===== config.mk =====
export PLATFORM = sky130hd
export DESIGN_NAME = tot_test_ctrl
export DESIGN_NICKNAME = d
export VERILOG_FILES = /design/src/tot_pkg.sv /design/src/tot_tx_gen.sv /design/src/tot_rx_chk.sv /design/src/tot_test_ctrl.sv
export SDC_FILE = /design/constraint.sdc
export NUM_CORES = 1
export LEC_CHECK = 0
export BUFFER_PORTS_ARGS = -buffer_cell sky130_fd_sc_hd__buf_2
export CAP_MARGIN = 10
export CORE_UTILIZATION = 52
export CTS_CLUSTER_DIAMETER = 60
export DETAILED_ROUTE_END_ITERATION = 10
export PLACE_DENSITY = 0.84
export SLEW_MARGIN = 10
export SYNTH_ARGS = -nofsm -noshare
export SYNTH_HDL_FRONTEND = slang
export SYNTH_SLANG_ARGS = --single-unit

===== constraint.sdc =====
create_clock -name core_clk -period 2.21 [get_ports core_clk]
set_input_delay 0.3315 -clock core_clk [delete_from_list [all_inputs] [get_ports core_clk]]
set_output_delay 0.3315 -clock core_clk [all_outputs]
set_load 0.01 [all_outputs]

===== src/tot_pkg.sv =====
package tot_pkg;

  // Clock and timing
  localparam int unsigned CLK_HZ = 200_000_000;
  localparam int unsigned BLINK_MS = 250;
  localparam int unsigned BLINK_CYCLES = (CLK_HZ / 1000) * BLINK_MS;
  localparam int unsigned BUSY_SETTLE_NS = 20;
  localparam int unsigned BUSY_SETTLE_CYCLES = (BUSY_SETTLE_NS * (CLK_HZ / 1_000_000) + 999) / 1000;

  // Packet sizes in bytes and in 32-bit words
  localparam logic [31:0] PKT_BYTES_NORMAL = 32'd1460;
  localparam logic [31:0] PKT_BYTES_JUMBO = 32'd8960;
  localparam logic [15:0] PKT_WORDS_NORMAL = 16'd365;
  localparam logic [15:0] PKT_WORDS_JUMBO = 16'd2240;

  // Engine register addresses
  localparam logic [3:0] ENG_RST = 4'h0;
  localparam logic [3:0] ENG_CMD = 4'h1;
  localparam logic [3:0] ENG_MAC_LO = 4'h2;
  localparam logic [3:0] ENG_MAC_HI = 4'h3;
  localparam logic [3:0] ENG_LOCAL_IP = 4'h4;
  localparam logic [3:0] ENG_LOCAL_PORT = 4'h5;
  localparam logic [3:0] ENG_REMOTE_IP = 4'h6;
  localparam logic [3:0] ENG_TOTAL_LEN = 4'h7;
  localparam logic [3:0] ENG_PKT_LEN = 4'h8;
  localparam int unsigned ENG_BUSY_BIT = 0;

  // Engine parameter values
  localparam logic [31:0] LOCAL_MAC_LO = 32'h0203_0405;
  localparam logic [31:0] LOCAL_MAC_HI = 32'h0000_0001;
  localparam logic [31:0] LOCAL_IP = 32'hc0a8_0b2a;
  localparam logic [31:0] LOCAL_PORT = 32'h0000_0fa0;
  localparam logic [31:0] REMOTE_IP = 32'hc0a8_0b19;
  localparam logic [31:0] RST_RELEASE = 32'h0000_0000;
  localparam logic [31:0] CMD_SEND = 32'h0000_0000;
  localparam logic [31:0] CMD_CLOSE = 32'h0000_0003;
  localparam logic [2:0] PARAM_COUNT = 3'h5;

  // Avalon register offsets and reset values
  localparam logic [3:0] REG_CTRL = 4'h0;
  localparam logic [3:0] REG_TOTAL_LEN = 4'h4;
  localparam logic [3:0] REG_STATUS = 4'h8;
  localparam logic [3:0] REG_RX_ERRORS = 4'hc;
  localparam int unsigned CTRL_START_BIT = 0;
  localparam int unsigned CTRL_CLR_ERR_BIT = 1;
  localparam logic [31:0] TOTAL_LEN_RST = 32'h0010_0000;
  localparam logic [31:0] PATTERN_INIT = 32'h0000_0000;

  typedef enum logic [3:0] {
    ST_IDLE = 4'b0000,
    ST_SET_PARAM = 4'b0001,
    ST_RELEASE_RST = 4'b0011,
    ST_WAIT_INIT = 4'b0010,
    ST_WAIT_OPEN = 4'b0110,
    ST_SET_TOTAL_LEN = 4'b0111,
    ST_SET_PKT_LEN = 4'b0101,
    ST_ISSUE_SEND = 4'b0100,
    ST_WAIT_XFER_DONE = 4'b1100,
    ST_ACTIVE_CLOSE = 4'b1101,
    ST_WAIT_CLOSE_DONE = 4'b1111,
    ST_WAIT_CLOSE = 4'b1110
  } tot_state_t;

endpackage : tot_pkg


===== src/tot_tx_gen.sv =====
`timescale 1ns/1ps
`default_nettype none
module tot_tx_gen #(
  parameter int DATA_W = 32
) (
  input wire logic core_clk,
  input wire logic rstn,
  input wire logic restart,
  input wire logic run,
  input wire logic jumbo,
  input wire logic [29:0] totalWords,
  input wire logic txFifoFull,
  output logic txFifoWrEn,
  output logic [DATA_W-1:0] txFifoWrData
);

  logic [15:0] pktWordCnt_r;
  logic [29:0] remaining_r;
  logic [15:0] pktWords;
  logic doWrite;

  assign pktWords = jumbo ? tot_pkg::PKT_WORDS_JUMBO : tot_pkg::PKT_WORDS_NORMAL;
  // Every other cycle so a full flag raised by our last write is seen
  assign doWrite = run && !txFifoFull && (remaining_r != 30'h0) && !txFifoWrEn;

  always_ff @(posedge core_clk or negedge rstn) begin
    if (!rstn) begin
      txFifoWrEn <= 1'b0;
    end else begin
      txFifoWrEn <= doWrite;
    end
  end

  // Word budget for the connection
  always_ff @(posedge core_clk or negedge rstn) begin
    if (!rstn) begin
      remaining_r <= 30'h0;
    end else if (restart) begin
      remaining_r <= totalWords;
    end else if (doWrite) begin
      remaining_r <= remaining_r - 30'h1;
    end
  end

  // Pattern steps once per packet
  always_ff @(posedge core_clk or negedge rstn) begin
    if (!rstn) begin
      pktWordCnt_r <= 16'h0;
      txFifoWrData <= DATA_W'(tot_pkg::PATTERN_INIT);
    end else if (restart) begin
      pktWordCnt_r <= 16'h0;
      txFifoWrData <= DATA_W'(tot_pkg::PATTERN_INIT);
    end else if (txFifoWrEn) begin
      if (pktWordCnt_r == pktWords - 16'h1) begin
        pktWordCnt_r <= 16'h0;
        txFifoWrData <= txFifoWrData + DATA_W'(1);
      end else begin
        pktWordCnt_r <= pktWordCnt_r + 16'h1;
      end
    end
  end

endmodule : tot_tx_gen
`default_nettype wire


===== src/tot_rx_chk.sv =====
`timescale 1ns/1ps
`default_nettype none
module tot_rx_chk #(
  parameter int DATA_W = 32
) (
  input wire logic core_clk,
  input wire logic rstn,
  input wire logic restart,
  input wire logic rxFifoEmpty,
  input wire logic [DATA_W-1:0] rxFifoRdData,
  output logic rxFifoRdEn,
  output logic mismatch,
  output logic [31:0] errorCount
);

  logic [DATA_W-1:0] expected_r;
  logic dataValid_r;

  always_ff @(posedge core_clk or negedge rstn) begin
    if (!rstn) begin
      rxFifoRdEn <= 1'b0;
      dataValid_r <= 1'b0;
    end else begin
      rxFifoRdEn <= !rxFifoEmpty && !rxFifoRdEn;
      dataValid_r <= rxFifoRdEn;
    end
  end

  // Expected pattern steps per word
  always_ff @(posedge core_clk or negedge rstn) begin
    if (!rstn) begin
      expected_r <= DATA_W'(tot_pkg::PATTERN_INIT);
    end else if (restart) begin
      expected_r <= DATA_W'(tot_pkg::PATTERN_INIT);
    end else if (dataValid_r) begin
      expected_r <= expected_r + DATA_W'(1);
    end
  end

  always_ff @(posedge core_clk or negedge rstn) begin
    if (!rstn) begin
      mismatch <= 1'b0;
      errorCount <= 32'h0;
    end else begin
      mismatch <= dataValid_r && (rxFifoRdData != expected_r);
      if (dataValid_r && (rxFifoRdData != expected_r) && (errorCount != 32'hffff_ffff)) begin
        errorCount <= errorCount + 32'h1;
      end
    end
  end

endmodule : tot_rx_chk
`default_nettype wire


===== src/tot_test_ctrl.sv =====
// The implementer's own choices: the Avalon-MM slave port and the placing of the registers.
`timescale 1ns/1ps
`default_nettype none
module tot_test_ctrl #(
  parameter int DATA_W = 32,
  parameter int unsigned BLINK_CYCLES = tot_pkg::BLINK_CYCLES
) (
  input wire logic core_clk,
  input wire logic rstn,
  input wire logic [3:0] avAddress,
  input wire logic avRead,
  input wire logic avWrite,
  input wire logic [31:0] avWritedata,
  input wire logic [3:0] avByteenable,
  output logic [31:0] avReaddata,
  output logic avWaitrequest,
  input wire logic packetSizeSwitch,
  input wire logic directionSwitch,
  input wire logic goButton,
  output logic errorIndicator,
  output logic [3:0] engRegAddr,
  output logic [31:0] engRegWrData,
  output logic engRegWrEn,
  input wire logic [31:0] engRegRdData,
  input wire logic connectionUp,
  output logic txFifoWrEn,
  output logic [DATA_W-1:0] txFifoWrData,
  input wire logic txFifoFull,
  input wire logic rxFifoEmpty,
  input wire logic [DATA_W-1:0] rxFifoRdData,
  output logic rxFifoRdEn
);

  tot_pkg::tot_state_t state_r;
  logic [2:0] paramIdx_r;
  logic [7:0] settle_r;
  logic txMode_r;
  logic goPrev_r;
  logic connPrev_r;
  logic [31:0] totalLen_r;
  logic startReq_r;
  logic errClrReq_r;
  logic errSticky_r;
  logic [31:0] blinkCnt_r;
  logic blinkTick_r;
  logic rxMismatch;
  logic [31:0] rxErrors;
  logic goPress;
  logic connRise;
  logic connFall;
  logic busAccept;
  logic settled;
  logic engBusy;
  logic txRun;
  logic engWr;
  logic [3:0] engAddr;
  logic [31:0] engData;

  assign goPress = (goButton && !goPrev_r) || startReq_r;
  assign connRise = connectionUp && !connPrev_r;
  assign connFall = !connectionUp && connPrev_r;
  assign busAccept = (avRead || avWrite) && !avWaitrequest;
  assign settled = (settle_r == 8'h0);
  assign engBusy = engRegRdData[tot_pkg::ENG_BUSY_BIT];
  assign txRun = txMode_r && connectionUp;

  // Edge detectors
  always_ff @(posedge core_clk or negedge rstn) begin
    if (!rstn) begin
      goPrev_r <= 1'b0;
      connPrev_r <= 1'b0;
    end else begin
      goPrev_r <= goButton;
      connPrev_r <= connectionUp;
    end
  end

  // Avalon slave handshake: one wait cycle, then accept
  always_ff @(posedge core_clk or negedge rstn) begin
    if (!rstn) begin
      avWaitrequest <= 1'b1;
    end else if ((avRead || avWrite) && avWaitrequest) begin
      avWaitrequest <= 1'b0;
    end else begin
      avWaitrequest <= 1'b1;
    end
  end

  always_ff @(posedge core_clk or negedge rstn) begin
    if (!rstn) begin
      avReaddata <= 32'h0;
    end else if (avRead && avWaitrequest) begin
      case (avAddress)
        tot_pkg::REG_CTRL: avReaddata <= 32'h0;
        tot_pkg::REG_TOTAL_LEN: avReaddata <= totalLen_r;
        tot_pkg::REG_STATUS: avReaddata <= {24'h0, errSticky_r, engBusy, connectionUp,
                                            txMode_r, state_r};
        tot_pkg::REG_RX_ERRORS: avReaddata <= rxErrors;
        default: avReaddata <= 32'h0;
      endcase
    end
  end

  // Software registers
  always_ff @(posedge core_clk or negedge rstn) begin
    if (!rstn) begin
      totalLen_r <= tot_pkg::TOTAL_LEN_RST;
    end else if (avWrite && !avWaitrequest && avAddress == tot_pkg::REG_TOTAL_LEN) begin
      for (int b = 0; b < 4; b++) begin
        if (avByteenable[b]) begin
          totalLen_r[b*8 +: 8] <= avWritedata[b*8 +: 8];
        end
      end
    end
  end

  always_ff @(posedge core_clk or negedge rstn) begin
    if (!rstn) begin
      startReq_r <= 1'b0;
      errClrReq_r <= 1'b0;
    end else begin
      startReq_r <= 1'b0;
      errClrReq_r <= 1'b0;
      if (busAccept && avWrite && avAddress == tot_pkg::REG_CTRL && avByteenable[0]) begin
        startReq_r <= avWritedata[tot_pkg::CTRL_START_BIT];
        errClrReq_r <= avWritedata[tot_pkg::CTRL_CLR_ERR_BIT];
      end
    end
  end

  // Error flag and blink; a mismatch wins over a clear
  always_ff @(posedge core_clk or negedge rstn) begin
    if (!rstn) begin
      errSticky_r <= 1'b0;
    end else if (rxMismatch) begin
      errSticky_r <= 1'b1;
    end else if (errClrReq_r) begin
      errSticky_r <= 1'b0;
    end
  end

  always_ff @(posedge core_clk or negedge rstn) begin
    if (!rstn) begin
      blinkCnt_r <= 32'h0;
      blinkTick_r <= 1'b0;
    end else if (blinkCnt_r >= 32'(BLINK_CYCLES - 1)) begin
      blinkCnt_r <= 32'h0;
      blinkTick_r <= 1'b1;
    end else begin
      blinkCnt_r <= blinkCnt_r + 32'h1;
      blinkTick_r <= 1'b0;
    end
  end

  always_ff @(posedge core_clk or negedge rstn) begin
    if (!rstn) begin
      errorIndicator <= 1'b0;
    end else if (!errSticky_r) begin
      errorIndicator <= 1'b0;
    end else if (blinkTick_r) begin
      errorIndicator <= !errorIndicator;
    end
  end

  // Direction latched at start
  always_ff @(posedge core_clk or negedge rstn) begin
    if (!rstn) begin
      txMode_r <= 1'b0;
    end else if (state_r == tot_pkg::ST_IDLE && goPress) begin
      txMode_r <= directionSwitch;
    end
  end

  // Busy settle delay after each engine register write
  always_ff @(posedge core_clk or negedge rstn) begin
    if (!rstn) begin
      settle_r <= 8'h0;
    end else if (engRegWrEn) begin
      settle_r <= 8'(tot_pkg::BUSY_SETTLE_CYCLES);
    end else if (!settled) begin
      settle_r <= settle_r - 8'h1;
    end
  end

  // Control sequence
  always_ff @(posedge core_clk or negedge rstn) begin
    if (!rstn) begin
      state_r <= tot_pkg::ST_IDLE;
      paramIdx_r <= 3'h0;
    end else begin
      case (state_r)
        tot_pkg::ST_IDLE: begin
          paramIdx_r <= 3'h0;
          if (goPress) begin
            state_r <= tot_pkg::ST_SET_PARAM;
          end
        end
        tot_pkg::ST_SET_PARAM: begin
          if (paramIdx_r == tot_pkg::PARAM_COUNT - 3'h1) begin
            state_r <= tot_pkg::ST_RELEASE_RST;
          end
          paramIdx_r <= paramIdx_r + 3'h1;
        end
        tot_pkg::ST_RELEASE_RST: state_r <= tot_pkg::ST_WAIT_INIT;
        tot_pkg::ST_WAIT_INIT: begin
          if (settled && !engWr && !engBusy) begin
            state_r <= tot_pkg::ST_WAIT_OPEN;
          end
        end
        tot_pkg::ST_WAIT_OPEN: begin
          if (connectionUp) begin
            state_r <= txMode_r ? tot_pkg::ST_SET_TOTAL_LEN
                                : tot_pkg::ST_WAIT_CLOSE;
          end
        end
        tot_pkg::ST_SET_TOTAL_LEN: state_r <= tot_pkg::ST_SET_PKT_LEN;
        tot_pkg::ST_SET_PKT_LEN: state_r <= tot_pkg::ST_ISSUE_SEND;
        tot_pkg::ST_ISSUE_SEND: state_r <= tot_pkg::ST_WAIT_XFER_DONE;
        tot_pkg::ST_WAIT_XFER_DONE: begin
          if (settled && !engWr && !engBusy) begin
            state_r <= tot_pkg::ST_ACTIVE_CLOSE;
          end
        end
        tot_pkg::ST_ACTIVE_CLOSE: state_r <= tot_pkg::ST_WAIT_CLOSE_DONE;
        tot_pkg::ST_WAIT_CLOSE_DONE: begin
          if (settled && !engWr && !engBusy) begin
            state_r <= tot_pkg::ST_WAIT_OPEN;
          end
        end
        tot_pkg::ST_WAIT_CLOSE: begin
          if (connFall) begin
            state_r <= tot_pkg::ST_WAIT_OPEN;
          end
        end
        default: state_r <= tot_pkg::ST_IDLE;
      endcase
    end
  end

  // Engine register port decoded from state
  always_comb begin
    engWr = 1'b0;
    engAddr = tot_pkg::ENG_CMD;
    engData = 32'h0;
    case (state_r)
      tot_pkg::ST_SET_PARAM: begin
        engWr = 1'b1;
        case (paramIdx_r)
          3'h0: begin
            engAddr = tot_pkg::ENG_MAC_LO;
            engData = tot_pkg::LOCAL_MAC_LO;
          end
          3'h1: begin
            engAddr = tot_pkg::ENG_MAC_HI;
            engData = tot_pkg::LOCAL_MAC_HI;
          end
          3'h2: begin
            engAddr = tot_pkg::ENG_LOCAL_IP;
            engData = tot_pkg::LOCAL_IP;
          end
          3'h3: begin
            engAddr = tot_pkg::ENG_LOCAL_PORT;
            engData = tot_pkg::LOCAL_PORT;
          end
          default: begin
            engAddr = tot_pkg::ENG_REMOTE_IP;
            engData = tot_pkg::REMOTE_IP;
          end
        endcase
      end
      tot_pkg::ST_RELEASE_RST: begin
        engWr = 1'b1;
        engAddr = tot_pkg::ENG_RST;
        engData = tot_pkg::RST_RELEASE;
      end
      tot_pkg::ST_SET_TOTAL_LEN: begin
        engWr = 1'b1;
        engAddr = tot_pkg::ENG_TOTAL_LEN;
        engData = totalLen_r;
      end
      tot_pkg::ST_SET_PKT_LEN: begin
        engWr = 1'b1;
        engAddr = tot_pkg::ENG_PKT_LEN;
        engData = packetSizeSwitch ? tot_pkg::PKT_BYTES_JUMBO : tot_pkg::PKT_BYTES_NORMAL;
      end
      tot_pkg::ST_ISSUE_SEND: begin
        engWr = 1'b1;
        engData = tot_pkg::CMD_SEND;
      end
      tot_pkg::ST_ACTIVE_CLOSE: begin
        engWr = 1'b1;
        engData = tot_pkg::CMD_CLOSE;
      end
      default: begin
        engWr = 1'b0;
      end
    endcase
  end

  always_ff @(posedge core_clk or negedge rstn) begin
    if (!rstn) begin
      engRegWrEn <= 1'b0;
      engRegAddr <= tot_pkg::ENG_CMD;
      engRegWrData <= 32'h0;
    end else begin
      engRegWrEn <= engWr;
      engRegAddr <= engAddr;
      engRegWrData <= engData;
    end
  end

  tot_tx_gen #(
    .DATA_W(DATA_W)
  ) u_tx_gen (
    .core_clk(core_clk),
    .rstn(rstn),
    .restart(connRise),
    .run(txRun),
    .jumbo(packetSizeSwitch),
    .totalWords(totalLen_r[31:2]),
    .txFifoFull(txFifoFull),
    .txFifoWrEn(txFifoWrEn),
    .txFifoWrData(txFifoWrData)
  );

  tot_rx_chk #(
    .DATA_W(DATA_W)
  ) u_rx_chk (
    .core_clk(core_clk),
    .rstn(rstn),
    .restart(connRise),
    .rxFifoEmpty(rxFifoEmpty),
    .rxFifoRdData(rxFifoRdData),
    .rxFifoRdEn(rxFifoRdEn),
    .mismatch(rxMismatch),
    .errorCount(rxErrors)
  );

endmodule : tot_test_ctrl
`default_nettype wire


== After elaboration in Yosys (flattened, before gate mapping) ==
Cells that the tools add are included.

* Flip-flop bits (word level): 303
* Output and inout port bits: 105
* Bits of input ports: 114
* Word-level logic and storage cells: 160

* Multiplexer cells: 38
* Eq/ne operators: 29
* Add/subtract/negate cells: 9
* $lt $le $gt $ge: 1
* Reduce and logical (&&, ||, !) cells: 53

{| class="wikitable"
|+ Operators with widths
! operator !! count
|-
| $pmux W32 S4 || 2
|-
| $mux W32 || 6
|-
| $add A32 B1 Y32 const B || 4
|-
| $pmux W32 S3 || 1
|-
| $mux W30 || 2
|-
| $mux W16 || 3
|-
| $pmux W4 S11 || 1
|-
| $ge A32 B26 Y1 const B || 1
|-
| $ne A32 B32 Y1 || 1
|-
| $ne A32 B32 Y1 const B || 1
|-
| $reduce_bool A30 Y1 || 1
|-
| $sub A30 B1 Y30 const B || 1
|-
| $mux W4 || 7
|-
| $eq A4 B4 Y1 const B || 6
|-
| $logic_and A1 B1 Y1 || 21
|-
| $eq A4 B3 Y1 const B || 5
|-
| $add A16 B1 Y16 const B || 1
|-
| $eq A16 B16 Y1 || 1
|-
| $mux W8 || 2
|-
| $pmux W4 S4 || 1
|-
| $sub A16 B1 Y16 const B || 1
|-
| $mux W14 || 1
|-
| $mux W12 || 1
|-
| $ne A2 B2 Y1 const B || 6
|-
| other kinds (21) || 53
|}

== Depth between registers and ports, before layout ==
* Depth in word-level cells: 8
* Mapped depth: 9
* Mapped depth without buffers: 8

== Hierarchy ==
From an unflattened synthesis, not the netlist that was laid out.

* Cell total of the unflattened synthesis: 1463
* Area, all modules: 14745.4 sq um

{| class="wikitable"
|+ Modules (own cells, without submodules)
! module !! seq. area each (sq um) !! cells each !! area an instance (sq um) !! times used
|-
| tot_test_ctrl || 3932.5 || 614 || 6701.4 || 1
|-
| tot_tx_gen || 1976.9 || 507 || 4499.3 || 1
|-
| tot_rx_chk || 1676.6 || 342 || 3544.6 || 1
|}

== Worst setup path after synthesis ==
OpenSTA, ideal clock, no wires.

* Kind: reg-to-reg
* Start point: register u_tx_gen.remaining_r[20]
* End point: register u_tx_gen.remaining_r[6]
* Stages on the path, launching flop included: 6
* Arrival: 2.283 ns
* Slack: -0.199 ns
* Data required time: 2.084 ns
* Library setup time: 0.126 ns
* Cells stage by stage: dfrtp_1 > or4_4 > or4b_4 > o41a_4 > buf_6 > a221o_1

* Longest elaborated chain between the ends: 4

{| class="wikitable"
|+ Ends and longest elaborated chain
! what !! RTL line !! RTL
|-
| start: declaration || tot_tx_gen.sv:18 || <nowiki>logic [29:0] remaining_r;</nowiki>
|-
| start signal: assignment || tot_tx_gen.sv:39 || <nowiki>remaining_r <= totalWords;</nowiki>
|-
| start signal: assignment || tot_tx_gen.sv:41 || <nowiki>remaining_r <= remaining_r - 30'h1;</nowiki>
|-
| $reduce_bool A30 Y1 || tot_tx_gen.sv:24 || <nowiki>assign doWrite = run && !txFifoFull && (remaining_r != 30'h0) && !txFifoWrEn;</nowiki>
|-
| $logic_and A1 B1 Y1 (2 in series) || tot_tx_gen.sv:24 ||
|-
| net u_tx_gen.doWrite || tot_tx_gen.sv:20 || <nowiki>logic doWrite;</nowiki>
|-
| $reduce_bool A2 Y1 (no source line) || - ||
|}

The timed path passes the listed nets, and every way through them passes these cells.
A chain may end at the register's enable or synchronous reset.

== Worst setup path in the final report ==
* Start point: register u_tx_gen.remaining_r[19]
* End point: register u_tx_gen.remaining_r[13]

* Longest elaborated chain between the ends: 4

{| class="wikitable"
|+ Ends and longest elaborated chain
! what !! RTL line
|-
| $reduce_bool A30 Y1 || tot_tx_gen.sv:24
|-
| $logic_and A1 B1 Y1 (2 in series) || tot_tx_gen.sv:24
|-
| $reduce_bool A2 Y1 (no source line) || -
|}

Every way passes these cells.

==> results.json <==
{
  "synthTopCellsByCount": "300 x dfrtp_1, 159 x nand2_1, 136 x nor2_1",
  "cp_max_fo": 7,
  "clock_latency_ns": 0.53,
  "drive_gt1_frac": 0.271,
  "antenna_found_initial": 1,
  "track_usage": 0.272,
  "cp_top_family": "simple AND/OR/NAND/NOR gates",
  "clock_path_buffers": 3,
  "cts_buffers": 35,
  "routed.top_layer": "met4",
  "fmax_ghz": 0.408,
  "period_minus_slack_ns": 2.45,
  "power_frac_comb": 0.163,
  "finClkSkew_ns": 0.0289,
  "grt_pass1_wl_mm": 62.3,
  "yosysMostFrequentCell": "dfrtp_1",
  "worstMarginPinSlew_ns": 0.632,
  "cts_sinks": 303,
  "htree_levels": 2,
  "path_cells": "or4_4, or4b_4, o41a_4, nor3b_2, xnor2_1, a21oi_1",
  "async_reset_ff_frac": 1.00,
  "core_area_um2": 27800,
  "grt_max_degree": 61,
  "portBuffers": 187,
  "status": "finished, violations left",
  "dieArea_um2": 28900,
  "place_area_um2": 16800,
  "synth_warnings": 0,
  "hold_violations": 0,
  "place_ws_ns": -0.245,
  "slew_viol_final": 0,
  "pin_count": 219,
  "vias": 12700,
  "place_congestion": 0.892,
  "synthCells": 1467,
  "slowest_delay_ns": 0.56,
  "wl_per_cell_um": 18.9,
  "p_switching_mw": 4.29,
  "startpoint_type": "register",
  "power_density_nw_per_um2": 811,
  "nFillCells": 2052,
  "overflow": 0,
  "clkPwrFrac": 0.398,
  "netlist_area_um2": 14700,
  "detail-route-antenna-nets": 0,
  "whs_ns": 0.0228,
  "yosys-top-cells-area": "dfrtp_1 51%, xnor2_1 6.5%, xor2_1 4.5%",
  "dr_wl_met2_mm": 19.8,
  "dr.pass1.iters": 6,
  "seq_power_share": 0.440,
  "die_w_um": 170,
  "rsz0062_at_grt": "yes",
  "power.internal_mw": 10.7,
  "m1WireLength_mm": 16.1,
  "cap_violations": 0,
  "first_global_vias": 12300,
  "end_kind": "register",
  "yosysTopAreaCellShare": 0.512,
  "path_class": "register to register",
  "setup_slack_ns": -0.239,
  "yosysSeqAreaShare": 0.518,
  "first_iter_violations": 1115,
  "std_cell_rows": 61,
  "fin_area_um2": 18400,
  "min_period_over_period": 1.11,
  "dp_hpwl_mm": 26.9,
  "crit_path_top_delay_cell": "or4b_4",
  "synth_top_cell_by_area": "dfrtp_1",
  "cts_tree": "done",
  "clk_pin_slew_ns": 0.07,
  "synth_edf_count": 0,
  "p_leak_nw": 8.39,
  "synth-seq-cells": 303,
  "via_per_inst": 5.90,
  "num-nets-final": 1871,
  "violations": "setup timing",
  "area_delta_synth_final_pct": 25.9,
  "vdd_ir_drop_max_mv": 0.531,
  "switching_share": 0.287,
  "drc_errors": 0,
  "root_buffer": "clkbuf_16",
  "relSlewSlack": 0.578,
  "synth_cell_types": 66,
  "initial_utilization": 0.527,
  "routed_wl_mm": 40.6,
  "setup_viol": 34,
  "dr_wl_met3_mm": 3.07,
  "path_buf_inv": 0,
  "min_path_type": "input pin to register",
  "synth_area_per_cell_um2": 9.99,
  "arrival_ns": 2.84,
  "cp.required_ns": 2.60,
  "synth-main-ff-cell": "dfrtp_1",
  "die_h_um": 170
}
[cell usage in the layout (no fill, tap or decap), types with 8 or more instances in the layout]
cell type  synthesis  final
ha_1              13     12
nand2_1          159    154
o21ai_1            3     14
a21oi_1           40     34
mux2_2            40     40
o21ai_0           79     66
nand4_1           48     48
and2_1            12     11
nor3_2             1      9
nor4_1            15     11
and4_1            12     12
nor3_1            50     42
buf_4              1    103
xor2_1            75     75
nor2b_1           12     11
buf_2              3    186
xnor2_1          109    106
inv_1             27     27
a22oi_1           34     34
or4_1             11      8
dfrtp_1          300    300
o2111ai_1         16     12
and3_1            38     38
nor2_1           136    133
buf_12             0      8
nand3_1           69     66
or3_1             11      9
clkbuf_16          0     36
[metrics by stage]
step / instances / utilization / power, mW / TNS (ns)
floorplan: 1472 / - / 7.88 / -1.69
global placement: 2072 / 0.604 / 8.81 / -6.05
detailed placement: 2072 / 0.604 / 8.93 / -8.30
CTS: 2141 / 0.651 / 14.9 / -3.91
global route: 2148 / 0.664 / 15.5 / -8.64
finish: 2149 / 0.664 / 15.0 / -4.39
[layout make-up]
cell class / count / area [um^2] / share of cell area
Antenna cell: 1 / 2.50 / 0.000136
Clock buffer: 47 / 981 / 0.0532
Clock inverter: 16 / 208 / 0.0113
Inverter: 27 / 101 / 0.00549
Multi-Input combinational cell: 1071 / 7120 / 0.386
Sequential cell: 303 / 7590 / 0.411
Tap cell: 378 / 473 / 0.0256
Timing Repair Buffer: 306 / 1980 / 0.107
[what timing repair did]
action,4_1_cts,5_1_grt
setup endpoints to repair,59,100
gates resized for setup,15,68
hold buffers,4,0
pin swaps,4,35
setup buffers,1,6
cloned,1,1
endpoints found under the hold margin,53,0
[power by group through the flow]
stage	Sequential, mW	Combinational [mW]	Clock, mW
after floorplan	6.46	1.42	0
after global placement	6.61	2.20	0
after detailed placement	6.63	2.30	0
after CTS	6.54	2.35	6.01
after global routing	6.63	2.67	6.23
final	6.58	2.43	5.95
[layer usage]
| layer | vias up | track usage |
|---|---|---|
| li1 | 5699 | - |
| met1 | 6246 | 0.353 |
| met2 | 611 | 0.447 |
| met3 | 117 | 0.0456 |
| met4 | 0 | 0.122 |
| met5 | - | 0 |
[logic make-up (layout without fill, tap and decap cells)]
logic type      count (synthesis)  count (layout)  synth area share
compound gates                212             213            0.0924
xor+xnor                      184             184             0.110
fa+ha+maj                      13              13            0.0111
buf+inv                        99             396            0.0265
flops                         303             303             0.518
mux                            42              42            0.0321
other cells                     1               7          0.000256
simple gates                  613             613             0.210
[state kept, by name, indices dropped and copies added (netlist names), 3 cells and up]
name	cells
u_tx_gen.txFifoWrData	32
avReaddata	32
blinkCnt_r	32
u_tx_gen.pktWordCnt_r	16
paramIdx_r	3
u_rx_chk.errorCount	32
settle_r	8
totalLen_r	32
u_rx_chk.expected_r	32
u_tx_gen.remaining_r	30
state_r	4
engRegWrData	32
engRegAddr	4
[worst paths after layout]
| check | endpoint | start | cells after the start | slack (ns) |
|---|---|---|---|---|
| setup / recovery | u_tx_gen.remaining_r[13]$_DFFE_PN0P_ | u_tx_gen.remaining_r[19]$_DFFE_PN0P_ | 6 | -0.24 |
| min in group asynchronous | blinkCnt_r[17]$_DFF_PN0_ | rstn | 2 | 0.36 |
| setup reg to reg | u_tx_gen.remaining_r[13]$_DFFE_PN0P_ | u_tx_gen.remaining_r[19]$_DFFE_PN0P_ | 6 | -0.24 |
| hold / removal | avWaitrequest$_DFF_PN1_ | avRead | 2 | 0.02 |
| hold reg to reg | u_rx_chk.dataValid_r$_DFF_PN0_ | u_rx_chk.rxFifoRdEn$_DFF_PN0_ | 0 | 0.40 |
| max in group asynchronous | totalLen_r[31]$_DFFE_PN0P_ | rstn | 3 | 1.14 |
(Power assumes the default switching activity.)
